## src/uwt_pkg.sv

```systemverilog
package uwt_pkg;
   // ---------------------------------------------------------------
   // control register field positions and reset value
   // ---------------------------------------------------------------
   localparam int CTL_MODE = 7; // frame_length_select
   localparam int CTL_RSVD = 6; // reads back as one
   localparam int CTL_MCE = 5; // addr_filter_enable
   localparam int CTL_REN = 4; // receive enable
   localparam int CTL_TB8 = 3; // tx_ninth_bit
   localparam int CTL_RB8 = 2; // rx_ninth_bit
   localparam int CTL_TI = 1; // tx_done_flag
   localparam int CTL_RI = 0; // rx_done_flag
   localparam logic [7:0] CTL_RESET = 8'h40;

   // ---------------------------------------------------------------
   // baud timer
   // ---------------------------------------------------------------
   localparam logic [7:0] TMR_TOP = 8'hff;
   localparam logic [7:0] TMR_RESET = 8'h00;
   localparam logic [5:0] PRE_LAST = 6'h2f; // prescaler wraps every 48 clocks
   localparam logic [2:0] OSC_DIV_LAST = 3'h7; // external oscillator / 8
   localparam logic [3:0] DATA_LAST = 4'h7; // eight data bits

   typedef enum logic [2:0] {
      UWT_SRC_SYS = 3'b000,
      UWT_SRC_DIV4 = 3'b001,
      UWT_SRC_DIV12 = 3'b010,
      UWT_SRC_DIV48 = 3'b011,
      UWT_SRC_OSC8 = 3'b100,
      UWT_SRC_PIN = 3'b101
   } uwt_src_e;

   // serial engine states
   typedef enum logic [2:0] {
      UWT_IDLE = 3'b000,
      UWT_START = 3'b001,
      UWT_DATA = 3'b010,
      UWT_NINTH = 3'b011,
      UWT_STOP = 3'b100
   } uwt_st_e;

   // remote end default bit period in clocks
   localparam int RMT_BIT_CLKS = 64;
endpackage

```

## src/uwt_link_if.sv

```systemverilog
`timescale 1ns/10ps
// serial line pair between the device and the remote end
interface uwt_link_if;
   logic dev_txd; // device transmit, remote receive
   logic rmt_txd; // remote transmit, device receive
   modport dev (output dev_txd, input rmt_txd);
   modport rmt (input dev_txd, output rmt_txd);
endinterface

```

## src/uwt_dev.sv

```systemverilog
`timescale 1ns/10ps
// Behaviour
// - data write loads transmit, read returns receive
// - receive shifter separate from read buffer
// - interrupt on done flags, software clears them
// - bit clocks: timer overflows divided by two
// - receive timer reloaded on start detection
// - software sets reload for twice bit rate
// - timer clock from six selectable sources
// - 8-bit frame: start, eight data, stop
// - 8-bit mode: stop bit into ninth flag
// - transmission starts on data write
// - transmit done set at stop bit start
// - reception only with receive enable set
// - 8-bit accept needs clear flag, filtered stop
// - overrun keeps first byte, drops later ones
// - 9-bit frame adds ninth data bit
// - transmitted ninth bit from control value
// - 9-bit mode: ninth bit stored, stop ignored
// - 9-bit accept needs clear flag, filtered ninth
// - master marks addresses with ninth bit one
// - slave software toggles filtering per message
// - control bit selects 8 or 9 bit
// - frame select zero 8-bit, resets zero
module uwt_dev
   import uwt_pkg::*;
(
   input wire logic clk_i,
   input wire logic resetn_i,
   uwt_link_if.dev link,
   input wire logic serial_buffer_port_wr_i,
   input wire logic [7:0] serial_buffer_port_wdata_i,
   output logic [7:0] serial_buffer_port_rdata_o,
   input wire logic serial_control_reg_wr_i,
   input wire logic [7:0] serial_control_reg_wdata_i,
   output logic [7:0] serial_control_reg_rdata_o,
   input wire logic baud_timer_run_i,
   input wire logic [2:0] baud_timer_src_i,
   input wire logic [7:0] baud_timer_reload_i,
   input wire logic baud_ext_input_pin_i,
   input wire logic ext_osc_i,
   output logic irq_o
);
   // ---------------------------------------------------------------
   // state
   // ---------------------------------------------------------------
   typedef struct packed {
      logic [1:0] rx_sync;
      logic rx_prev;
      logic [1:0] pin_sync;
      logic pin_prev;
      logic [1:0] osc_sync;
      logic osc_prev;
      logic [5:0] pre;
      logic [2:0] osc_div;
      logic [7:0] baud_timer_count;
      logic [7:0] rx_tmr;
      logic tx_half;
      logic rx_half;
      logic [7:0] ctl;
      logic [7:0] rx_buf;
      logic tx_pend;
      uwt_st_e tx_st;
      logic [3:0] tx_cnt;
      logic [8:0] tx_sh;
      logic txd;
      uwt_st_e rx_st;
      logic [3:0] rx_cnt;
      logic [7:0] rx_sh;
      logic rx_nb;
   } uwt_dev_s;

   uwt_dev_s s_q;
   uwt_dev_s s_d;

   // prescaler tap: true on the last clock of each group of n
   function automatic logic pre_tap(input logic [5:0] pre, input logic [5:0] n);
      logic [6:0] r;
      r = 7'({1'b0, pre} + 7'd1);
      pre_tap = (r % {1'b0, n}) == 7'd0;
   endfunction

   logic tick;
   logic tx_ov;
   logic rx_ov;
   logic tx_bit;
   logic rx_samp;
   logic rxs;
   logic nine;
   logic fbit;

   // ---------------------------------------------------------------
   // next state
   // ---------------------------------------------------------------
   always_comb begin
      s_d = s_q;
      rxs = s_q.rx_sync[1];
      nine = s_q.ctl[CTL_MODE];
      fbit = 1'b0;

      // input synchronisers
      s_d.rx_sync = {s_q.rx_sync[0], link.rmt_txd};
      s_d.rx_prev = s_q.rx_sync[1];
      s_d.pin_sync = {s_q.pin_sync[0], baud_ext_input_pin_i};
      s_d.pin_prev = s_q.pin_sync[1];
      s_d.osc_sync = {s_q.osc_sync[0], ext_osc_i};
      s_d.osc_prev = s_q.osc_sync[1];

      // prescalers
      s_d.pre = (s_q.pre == PRE_LAST) ? '0 : 6'(s_q.pre + 6'd1);
      if (s_q.osc_sync[1] && !s_q.osc_prev) begin
         s_d.osc_div = 3'(s_q.osc_div + 3'd1);
      end

      unique case (uwt_src_e'(baud_timer_src_i))
         UWT_SRC_SYS: tick = 1'b1;
         UWT_SRC_DIV4: tick = pre_tap(s_q.pre, 6'd4);
         UWT_SRC_DIV12: tick = pre_tap(s_q.pre, 6'd12);
         UWT_SRC_DIV48: tick = pre_tap(s_q.pre, 6'd48);
         UWT_SRC_OSC8: tick = s_q.osc_sync[1] && !s_q.osc_prev && s_q.osc_div == OSC_DIV_LAST;
         UWT_SRC_PIN: tick = !s_q.pin_sync[1] && s_q.pin_prev;
         default: tick = 1'b0;
      endcase
      tick = tick && baud_timer_run_i;

      // transmit timer, auto reload, overflow halved
      tx_ov = tick && s_q.baud_timer_count == TMR_TOP;
      if (tick) begin
         s_d.baud_timer_count = tx_ov ? baud_timer_reload_i
                                      : 8'(s_q.baud_timer_count + 8'd1);
      end
      if (tx_ov) begin
         s_d.tx_half = !s_q.tx_half;
      end
      tx_bit = tx_ov && s_q.tx_half;

      rx_ov = tick && s_q.rx_tmr == TMR_TOP;
      if (tick) begin
         s_d.rx_tmr = rx_ov ? baud_timer_reload_i : 8'(s_q.rx_tmr + 8'd1);
      end
      if (rx_ov) begin
         s_d.rx_half = !s_q.rx_half;
      end
      rx_samp = rx_ov && !s_q.rx_half; // first overflow lands mid bit

      // software control register write, reserved bit fixed
      if (serial_control_reg_wr_i) begin
         s_d.ctl = serial_control_reg_wdata_i;
         s_d.ctl[CTL_RSVD] = CTL_RESET[CTL_RSVD];
      end

      // data write goes to transmit side only
      if (serial_buffer_port_wr_i && s_q.tx_st == UWT_IDLE && !s_q.tx_pend) begin
         s_d.tx_pend = 1'b1;
         // ninth bit taken from control value
         s_d.tx_sh = {s_d.ctl[CTL_TB8], serial_buffer_port_wdata_i};
      end

      // transmitter, steps on each bit clock
      if (tx_bit) begin
         unique case (s_q.tx_st)
            UWT_IDLE: begin
               if (s_q.tx_pend) begin
                  s_d.tx_pend = 1'b0;
                  s_d.txd = 1'b0;
                  s_d.tx_st = UWT_START;
               end
            end
            UWT_START: begin
               s_d.txd = s_q.tx_sh[0];
               s_d.tx_sh = {1'b0, s_q.tx_sh[8:1]};
               s_d.tx_cnt = '0;
               s_d.tx_st = UWT_DATA;
            end
            UWT_DATA: begin
               if (s_q.tx_cnt == DATA_LAST) begin
                  // ninth bit sent in 9-bit mode
                  if (nine) begin
                     s_d.txd = s_q.tx_sh[0];
                     s_d.tx_st = UWT_NINTH;
                  end else begin
                     // done flag at stop bit start
                     s_d.txd = 1'b1;
                     s_d.ctl[CTL_TI] = 1'b1;
                     s_d.tx_st = UWT_STOP;
                  end
               end else begin
                  s_d.txd = s_q.tx_sh[0];
                  s_d.tx_sh = {1'b0, s_q.tx_sh[8:1]};
                  s_d.tx_cnt = 4'(s_q.tx_cnt + 4'd1);
               end
            end
            UWT_NINTH: begin
               // done flag at stop bit start
               s_d.txd = 1'b1;
               s_d.ctl[CTL_TI] = 1'b1;
               s_d.tx_st = UWT_STOP;
            end
            UWT_STOP: s_d.tx_st = UWT_IDLE;
            default: s_d.tx_st = UWT_IDLE;
         endcase
      end

      // start detection only with receive enable
      if (s_q.rx_st == UWT_IDLE) begin
         if (s_q.ctl[CTL_REN] && s_q.rx_prev && !rxs) begin
            s_d.rx_tmr = baud_timer_reload_i;
            s_d.rx_half = 1'b0;
            s_d.rx_st = UWT_START;
         end
      end else if (rx_samp) begin
         // shifting continues while buffer holds a byte
         unique case (s_q.rx_st)
            UWT_START: begin
               s_d.rx_cnt = '0;
               s_d.rx_st = rxs ? UWT_IDLE : UWT_DATA; // glitch rejected
            end
            UWT_DATA: begin
               s_d.rx_sh = {rxs, s_q.rx_sh[7:1]};
               s_d.rx_cnt = 4'(s_q.rx_cnt + 4'd1);
               if (s_q.rx_cnt == DATA_LAST) begin
                  s_d.rx_st = nine ? UWT_NINTH : UWT_STOP;
               end
            end
            UWT_NINTH: begin
               s_d.rx_nb = rxs;
               s_d.rx_st = UWT_STOP;
            end
            UWT_STOP: begin
               fbit = nine ? s_q.rx_nb : rxs;
               if (!s_d.ctl[CTL_RI] && (!s_d.ctl[CTL_MCE] || fbit)) begin
                  s_d.rx_buf = s_q.rx_sh;
                  s_d.ctl[CTL_RB8] = fbit;
                  s_d.ctl[CTL_RI] = 1'b1;
               end
               s_d.rx_st = UWT_IDLE;
            end
            default: s_d.rx_st = UWT_IDLE;
         endcase
      end
   end

   // ---------------------------------------------------------------
   // registers
   // ---------------------------------------------------------------
   // reset values
   always_ff @(posedge clk_i or negedge resetn_i) begin
      if (!resetn_i) begin
         s_q <= '{rx_sync: 2'b11, rx_prev: 1'b1, pin_sync: 2'b00, pin_prev: 1'b0,
                  osc_sync: 2'b00, osc_prev: 1'b0, pre: 6'h00, osc_div: 3'h0,
                  baud_timer_count: TMR_RESET, rx_tmr: TMR_RESET, tx_half: 1'b0,
                  rx_half: 1'b0, ctl: CTL_RESET, rx_buf: 8'h00, tx_pend: 1'b0,
                  tx_st: UWT_IDLE, tx_cnt: 4'h0, tx_sh: 9'h000, txd: 1'b1,
                  rx_st: UWT_IDLE, rx_cnt: 4'h0, rx_sh: 8'h00, rx_nb: 1'b0};
      end else begin
         s_q <= s_d;
      end
   end

   // ---------------------------------------------------------------
   // outputs
   // ---------------------------------------------------------------
   // reads return only the receive buffer
   assign serial_buffer_port_rdata_o = s_q.rx_buf;
   assign serial_control_reg_rdata_o = s_q.ctl;
   assign link.dev_txd = s_q.txd;
   // interrupt while either done flag stands
   assign irq_o = s_q.ctl[CTL_TI] || s_q.ctl[CTL_RI];
endmodule

```

## src/flat_wrapper.sv

```systemverilog
// flat-port wrapper written by rule: the top's interface ports become plain ports
module uwt_dev_flat import uwt_pkg::*;
  (clk_i, resetn_i, serial_buffer_port_wr_i, serial_buffer_port_wdata_i, serial_buffer_port_rdata_o, serial_control_reg_wr_i, serial_control_reg_wdata_i, serial_control_reg_rdata_o, baud_timer_run_i, baud_timer_src_i, baud_timer_reload_i, baud_ext_input_pin_i, ext_osc_i, irq_o, link_dev_txd, link_rmt_txd);
  uwt_link_if link_i ();
  input wire logic clk_i;
  input wire logic resetn_i;
  input wire logic serial_buffer_port_wr_i;
  input wire logic [7:0] serial_buffer_port_wdata_i;
  output logic [7:0] serial_buffer_port_rdata_o;
  input wire logic serial_control_reg_wr_i;
  input wire logic [7:0] serial_control_reg_wdata_i;
  output logic [7:0] serial_control_reg_rdata_o;
  input wire logic baud_timer_run_i;
  input wire logic [2:0] baud_timer_src_i;
  input wire logic [7:0] baud_timer_reload_i;
  input wire logic baud_ext_input_pin_i;
  input wire logic ext_osc_i;
  output logic irq_o;
  output wire logic [$bits(link_i.dev_txd)-1:0] link_dev_txd;
  input wire logic [$bits(link_i.rmt_txd)-1:0] link_rmt_txd;
  assign link_dev_txd = link_i.dev_txd;
  assign link_i.rmt_txd = link_rmt_txd;
  uwt_dev u_core (.clk_i(clk_i), .resetn_i(resetn_i), .link(link_i), .serial_buffer_port_wr_i(serial_buffer_port_wr_i), .serial_buffer_port_wdata_i(serial_buffer_port_wdata_i), .serial_buffer_port_rdata_o(serial_buffer_port_rdata_o), .serial_control_reg_wr_i(serial_control_reg_wr_i), .serial_control_reg_wdata_i(serial_control_reg_wdata_i), .serial_control_reg_rdata_o(serial_control_reg_rdata_o), .baud_timer_run_i(baud_timer_run_i), .baud_timer_src_i(baud_timer_src_i), .baud_timer_reload_i(baud_timer_reload_i), .baud_ext_input_pin_i(baud_ext_input_pin_i), .ext_osc_i(ext_osc_i), .irq_o(irq_o));
endmodule
```

## config.mk

```make
export PLATFORM = sky130hd
export DESIGN_NAME = uwt_dev_flat
export DESIGN_NICKNAME = d
export VERILOG_FILES = /design/src/uwt_pkg.sv /design/src/uwt_link_if.sv /design/src/uwt_dev.sv /design/src/flat_wrapper.sv
export SDC_FILE = /design/constraint.sdc
export NUM_CORES = 1
export LEC_CHECK = 0
export BUFFER_PORTS_ARGS = -buffer_cell sky130_fd_sc_hd__buf_4
export CAP_MARGIN = 20
export CORE_ASPECT_RATIO = 1.4
export CORE_MARGIN = 2
export CORE_UTILIZATION = 45
export DETAILED_ROUTE_END_ITERATION = 8
export GPL_ROUTABILITY_DRIVEN = 0
export HOLD_SLACK_MARGIN = 0.02
export SETUP_SLACK_MARGIN = 0.3
export SLEW_MARGIN = 10
export SYNTH_ARGS = -nofsm -noshare
export SYNTH_HDL_FRONTEND = slang
export SYNTH_SLANG_ARGS = --single-unit
```

## constraint.sdc

```tcl
create_clock -name clk_i -period 4.5 [get_ports clk_i]
set_input_delay 0.9 -clock clk_i [delete_from_list [all_inputs] [get_ports clk_i]]
set_output_delay 0.9 -clock clk_i [all_outputs]
set_load 0.005 [all_outputs]
```

==> impl_metrics.yaml, run 1 <==
status:
  status: "complete, no violations"
clocking:
  hold_buffers: 0
  cts_resized: 0
  cts_sinks: 85
  cts_buffer_depth: 2
  clkLatencyLatePin_ns: 0.34
  clk_pin_slew_ns: 0.06
  cts_tree: "built"
  cts_made_buffers: 9
  post_cts_buffers: 0
  cts_root_buf: "clkbuf_16"
  cts_max_level: 3
critical_path:
  critPathCaptureType: "flip-flop"
  path_cells: "ha_1, nand2_1, or4b_1, o311ai_0, a31oi_1, buf_4, nor2_1, ha_1, nand2b_1, nor3_1, buf_4, mux2_2"
  crit_fanout: 11
  critical_path_arrival_ns: 3.53
  required_ns: 4.72
  cp_slowest_stage_delay_ns: 0.50
  cp_slowest_cell: "or4b_1"
  path_class: "reg2reg"
  startpoint_type: "flip-flop"
timing:
  drv_slew: 0
  setup_tns_ns: 0
  whs_ns: 0.350
  fin_crit_sh: 0.736
  rsz0062_at_grt: "false"
  finalSetupViolCount: 0
  period_minus_slack_ns: 3.31
  finalHoldViolations: 0
  relSlewSlack: 0.513
  skew_ns: 0.00660
  worst_slew_pin_slew_ns: 0.728
  max_freq_mhz: 302
  worst_slack_ns: 1.19
drt:
  drtIter0Drc: 121
  via_per_inst: 5.48
  wl_um: 8770
  drt.antenna.violating_nets: 0
  routedWlPerCell_um: 14.6
  drc: 0
  first_pass_iters: 4
  vias: 3289
layout:
  design_area_mm2: 0.00515
  drive_gt1_frac: 0.252
  multi_input_area_mm2: 0.00208
  syn_to_final_growth_pct: 15.5
  antenna_cells: 0
  regArea_mm2: 0.00213
  layout_common_cells: "dfrtp_1 (81), buf_4 (52), nand2_1 (37), mux2_2 (36), o21ai_0 (23)"
  nets: 504
  n_fill_cell: 919
  layout_commonest_cell: "dfrtp_1"
global_route:
  grt_pass1_vias: 3210
  track_usage: 0.179
  grt-ovfl-total: 0
  grt_pass1_wl_um: 15000
  grt_max_degree: 86
  antenna_found_initial: 0
synthesis:
  ys_seq_area_frac: 0.478
  async_reset_ff_frac: 1.00
  synth_edf_count: 0
  syn_nets: 474
  ys_seq_elements: 85
  yosysTopAreaCellShare: 0.455
  synth_ff_type: "dfrtp_1"
  synth_top_area_cell: "dfrtp_1"
  syn_area_per_cell_um2: 10.4
  yosysWarnings: 0
  synth.area.top_cells: "dfrtp_1 (45%), mux2_2 (9.1%), nand2_1 (3.1%)"
  synth_cells: 430
  ys_types: 61
  syn_area_mm2: 0.00446
floorplan:
  start_util: 0.455
  core_area_mm2: 0.00979
  die_w_um: 88.1
  num_rows: 43
  io_pins: 53
  dieArea_mm2: 0.0107
  die_h_um: 122
pwr:
  ir_drop_mv: 0.226
  power_density_mw_per_mm2: 388
  leakagePower_uw: 0.00235
placed_design:
  hpwl_um: 6100
  port_buffers: 50
  dpl-instance-area_mm2: 0.00482
  preCtsSetupSlack_ns: 0.885
hold_path:
  hold_path.class: "reg2reg"
run:
  maxCapViolCount: 0
[Yosys cell counts, types with 8 or more instances]
cell	instances
dfrtp_1	81
and3_1	8
nor3_1	16
a21oi_1	14
mux2i_1	9
clkbuf_1	15
nor2_1	22
nand3_1	19
buf_4	16
ha_1	9
o21ai_0	23
mux2_2	36
nand2_1	37
inv_1	13
[sequential cells by signal, indices dropped and copies added (netlist names)]
signal	cells
u_core.s_d	5
u_core.s_q	63
u_core.rxs	1
u_core.link.dev_txd	1
u_core.serial_buffer_port_rdata_o	8
u_core.serial_control_reg_rdata_o	7
[worst paths after layout]
path	slack [ns]	startpoint	cells past startpoint	end
min	0.35	u_core.s_d[79]	0	u_core.s_d[77]
max in group asynchronous	3.36	resetn_i	2	u_core.s_d[85]
min reg2reg	0.35	u_core.s_d[79]	0	u_core.s_d[77]
min in group asynchronous	0.48	resetn_i	1	u_core.s_q[76]
max	1.19	u_core.s_q[71]	12	u_core.s_q[6]
max reg2reg	1.19	u_core.s_q[71]	12	u_core.s_q[6]
[cell families (layout without fill, tap and decap cells)]
logic type | Yosys count | after routing | share of synthesized area
adder cells (fa/ha/maj) | 9 | 9 | 0.0253
flip-flops | 85 | 85 | 0.478
AO/OA/AOI/OAI | 88 | 88 | 0.135
other | 1 | 1 | 0.000841
XOR/XNOR | 7 | 7 | 0.0137
multiplexers | 50 | 50 | 0.128
AND/OR/NAND/NOR | 142 | 142 | 0.163
buffers and inverters | 48 | 83 | 0.0561
[final cells by class]
cell class,instances,share of cell area
Sequential cell,85,0.414
Clock buffer,11,0.0471
Inverter,14,0.0102
Clock inverter,5,0.0117
Multi-Input combinational cell,297,0.403
Timing Repair Buffer,53,0.0811
Tap cell,135,0.0328
[critical path, delay by kind of cell (launching register included)]
kind / cells / cell delay (ns)
adders and majority gates: 2 / 0.55
and+or+nand+nor: 5 / 1.15
buffers and inverters: 2 / 0.41
muxes: 1 / 0.34
AOI/OAI and AO/OA: 2 / 0.31
DFF: 1 / 0.42
[power by group]
part | total [uW] | internal (uW) | switching [uW]
clock | 746 | 446 | 300
combinational | 322 | 166 | 157
sequential | 932 | 848 | 84.4
total | 2000 | 1460 | 541
[through the flow]
stage / total power, uW / util / std cells
global placement: 1250 / 0.492 / 583
global route: 2120 / 0.526 / 600
detailed placement: 1260 / 0.492 / 583
finish: 2000 / 0.526 / 600
CTS: 2020 / 0.523 / 599
floorplan: 1160 / - / 430
[metal layers]
metal,part of all wire,up-vias,global-route usage
met5,0,-,0
met3,0.043,13,0.0257
met1,0.44,1600,0.229
li1,-,1608,-
met2,0.49,68,0.298
met4,0.022,0,0.0833
(Power assumes the default switching activity.)
==> inputs of run 2 (changes only) <==
--- a/config.mk
+++ b/config.mk
@@ -13,6 +13,7 @@
 export DETAILED_ROUTE_END_ITERATION = 8
 export GPL_ROUTABILITY_DRIVEN = 0
 export HOLD_SLACK_MARGIN = 0.02
+export PLACE_DENSITY = 0.67
 export SETUP_SLACK_MARGIN = 0.3
 export SLEW_MARGIN = 10
 export SYNTH_ARGS = -nofsm -noshare
==> constraint.sdc (replaced) <==
create_clock -name clk_i -period 2.7 [get_ports clk_i]
set_input_delay 0.54 -clock clk_i [delete_from_list [all_inputs] [get_ports clk_i]]
set_output_delay 0.54 -clock clk_i [all_outputs]
set_load 0.005 [all_outputs]
==> run 2 against run 1 <==
Against the previous run:
- routed wire length rose by 12%
- non-clock buffer count increased by 39
- sequential cell count is the same
- cell area rose by 13%
- critical path depth is 4 lower
- count of clock-buffer cells in the layout down 1
- first-iteration DRC count grew 23%
- die area is the same
- hold slack got worse by 0.20 ns
- global-route usage rose by 1.7 points
- critical endpoint is now u_core.s_q[21]
==> impl_metrics.yaml, run 2 (synthesized netlist as in run 1, its figures left out) <==
layout:
  antenna_cells: 0
  n_fill_cell: 835
  final_core_util: 0.596
  drive_gt1_frac: 0.377
  largest_register_ff_count: 63
  layout_common_cells: "dfrtp_1 (81), buf_4 (79), nand2_1 (32), mux2_2 (27), nor2_1 (21)"
  nets: 543
  layout_commonest_cell: "dfrtp_1"
  syn_to_final_growth_pct: 30.9
  max_flop_register: "u_core.s_q"
timing:
  max_freq_mhz: 385
  setup_tns_ns: 0
  worst_slew_pin_slew_ns: 0.640
  fin_crit_sh: 0.962
  worst_slack_ns: 0.102
  skew_ns: 0.00554
  finalHoldViolations: 0
  period_minus_slack_ns: 2.60
  rsz0062_at_grt: "true"
  whs_ns: 0.147
  relSlewSlack: 0.572
  finalSetupViolCount: 0
  drv_slew: 0
global_route:
  antenna_found_initial: 0
  grt_max_degree: 37
  grt_pass1_wl_um: 16400
  track_usage: 0.196
  grt_pass1_vias: 3493
  grt-ovfl-total: 0
floorplan:
  num_rows: 43
  io_pins: 53
  die_w_um: 88.1
  die_h_um: 122
  dieArea_mm2: 0.0107
  start_util: 0.455
  core_area_mm2: 0.00979
critical_path:
  critPathCaptureType: "flip-flop"
  reg2reg_to: "u_core.s_q[21]"
  crit_fanout: 6
  required_ns: 2.93
  critical_path_arrival_ns: 2.83
  startpoint_type: "flip-flop"
  cp_slowest_cell: "or4b_4"
  path_class: "reg2reg"
  path_cells: "ha_4, nand2_4, or4b_4, o311a_1, o41a_1, or3_4, buf_6, mux2_4"
  rr_startpoint: "u_core.s_q[71]"
  cp_slowest_stage_delay_ns: 0.50
  r2r_slack_ns: 0.10
  reg2regPathDepth: 8
clocking:
  clkLatencyLatePin_ns: 0.35
  cts_made_buffers: 9
  cts_sinks: 85
  cts_tree: "built"
  cts_max_level: 3
  clk_pin_slew_ns: 0.06
  hold_buffers: 0
  cts_buffer_depth: 2
  cts_root_buf: "clkbuf_16"
drt:
  vias: 3516
  via_per_inst: 5.50
  first_pass_iters: 4
  wl_um: 9830
  drc: 0
  drt.antenna.violating_nets: 0
  drtIter0Drc: 149
  routedWlPerCell_um: 15.4
status:
  status: "complete, no violations"
placed_design:
  preCtsSetupSlack_ns: -0.0379
  port_buffers: 50
  hpwl_um: 6550
pwr:
  power_density_mw_per_mm2: 602
  ir_drop_mv: 0.410
  leakagePower_uw: 0.00269
hold_path:
  hold_path.class: "in2async"
run:
  maxCapViolCount: 0
[run 2: cell types whose count changed in the layout (fill, tap and decap cells not counted), moves of 4 or more]
cell     delta
buf_4      +27
buf_6      +10
o21ai_0    -10
mux2_2      -9
mux2_4      +9
o21ai_1     +9
nand2_1     -5
nor3_1      -5
nand2_4     +4
[run 2: what timing repair did]
action	4_1_cts	5_1_grt
endpoints found under the setup margin	40	43
setup buffers	7	9
resized for setup	31	29
gates cloned	1	0
hold endpoints to repair	0	0
pin swaps	10	12
[run 2: how the worst max path moves through the flow]
stage | from | endpoint | slack (ns)
floorplan | u_core.s_q[71] | u_core.s_q[1] | -0.11
global placement | baud_timer_src_i[0] | u_core.s_q[4] | -0.004
detailed placement | baud_timer_src_i[0] | u_core.s_q[6] | -0.04
CTS | u_core.s_q[71] | u_core.s_q[21] | 0.12
global route | u_core.s_q[75] | u_core.s_q[7] | 0.05
finish | u_core.s_q[71] | u_core.s_q[21] | 0.10
[run 2: power by group]
part / internal, uW / switching [uW]
clock: 843 / 526
combinational: 293 / 284
sequential: 1410 / 157
total: 2550 / 967
[run 2: through the flow]
step / instances / area, um^2 / power (uW)
2_1_floorplan: 430 / 4570 / 1940
3_3_place_gp: 606 / 5120 / 2090
3_5_place_dp: 606 / 5120 / 2130
4_1_cts: 630 / 5660 / 3530
5_1_grt: 639 / 5840 / 3710
6_report: 639 / 5840 / 3520
[run 2: final cells by class]
cell class                      instances  area (um^2)  share of cell area
Multi-Input combinational cell        297         2390               0.410
Tap cell                              135          169              0.0289
Clock inverter                          6         93.8              0.0161
Timing Repair Buffer                   92          761               0.130
Clock buffer                           10          239              0.0409
Inverter                               14         52.6             0.00900
Sequential cell                        85         2130               0.365
[run 2: critical path, delay by kind of cell (launching register included)]
kind / cells / cell delay [ns]
buffers and inverters: 1 / 0.15
AOI/OAI and AO/OA: 2 / 0.52
DFF: 1 / 0.42
muxes: 1 / 0.29
and+or+nand+nor: 3 / 0.91
adders and majority gates: 1 / 0.18
[run 2: layer usage]
layer / part of all wire / wire [um] / GRT usage / up-vias
met5: 0 / 0 / 0 / -
met1: 0.42 / 4110 / 0.240 / 1763
met3: 0.028 / 273 / 0.0373 / 12
met2: 0.53 / 5230 / 0.332 / 50
li1: - / - / - / 1691
met4: 0.021 / 204 / 0.0881 / 0
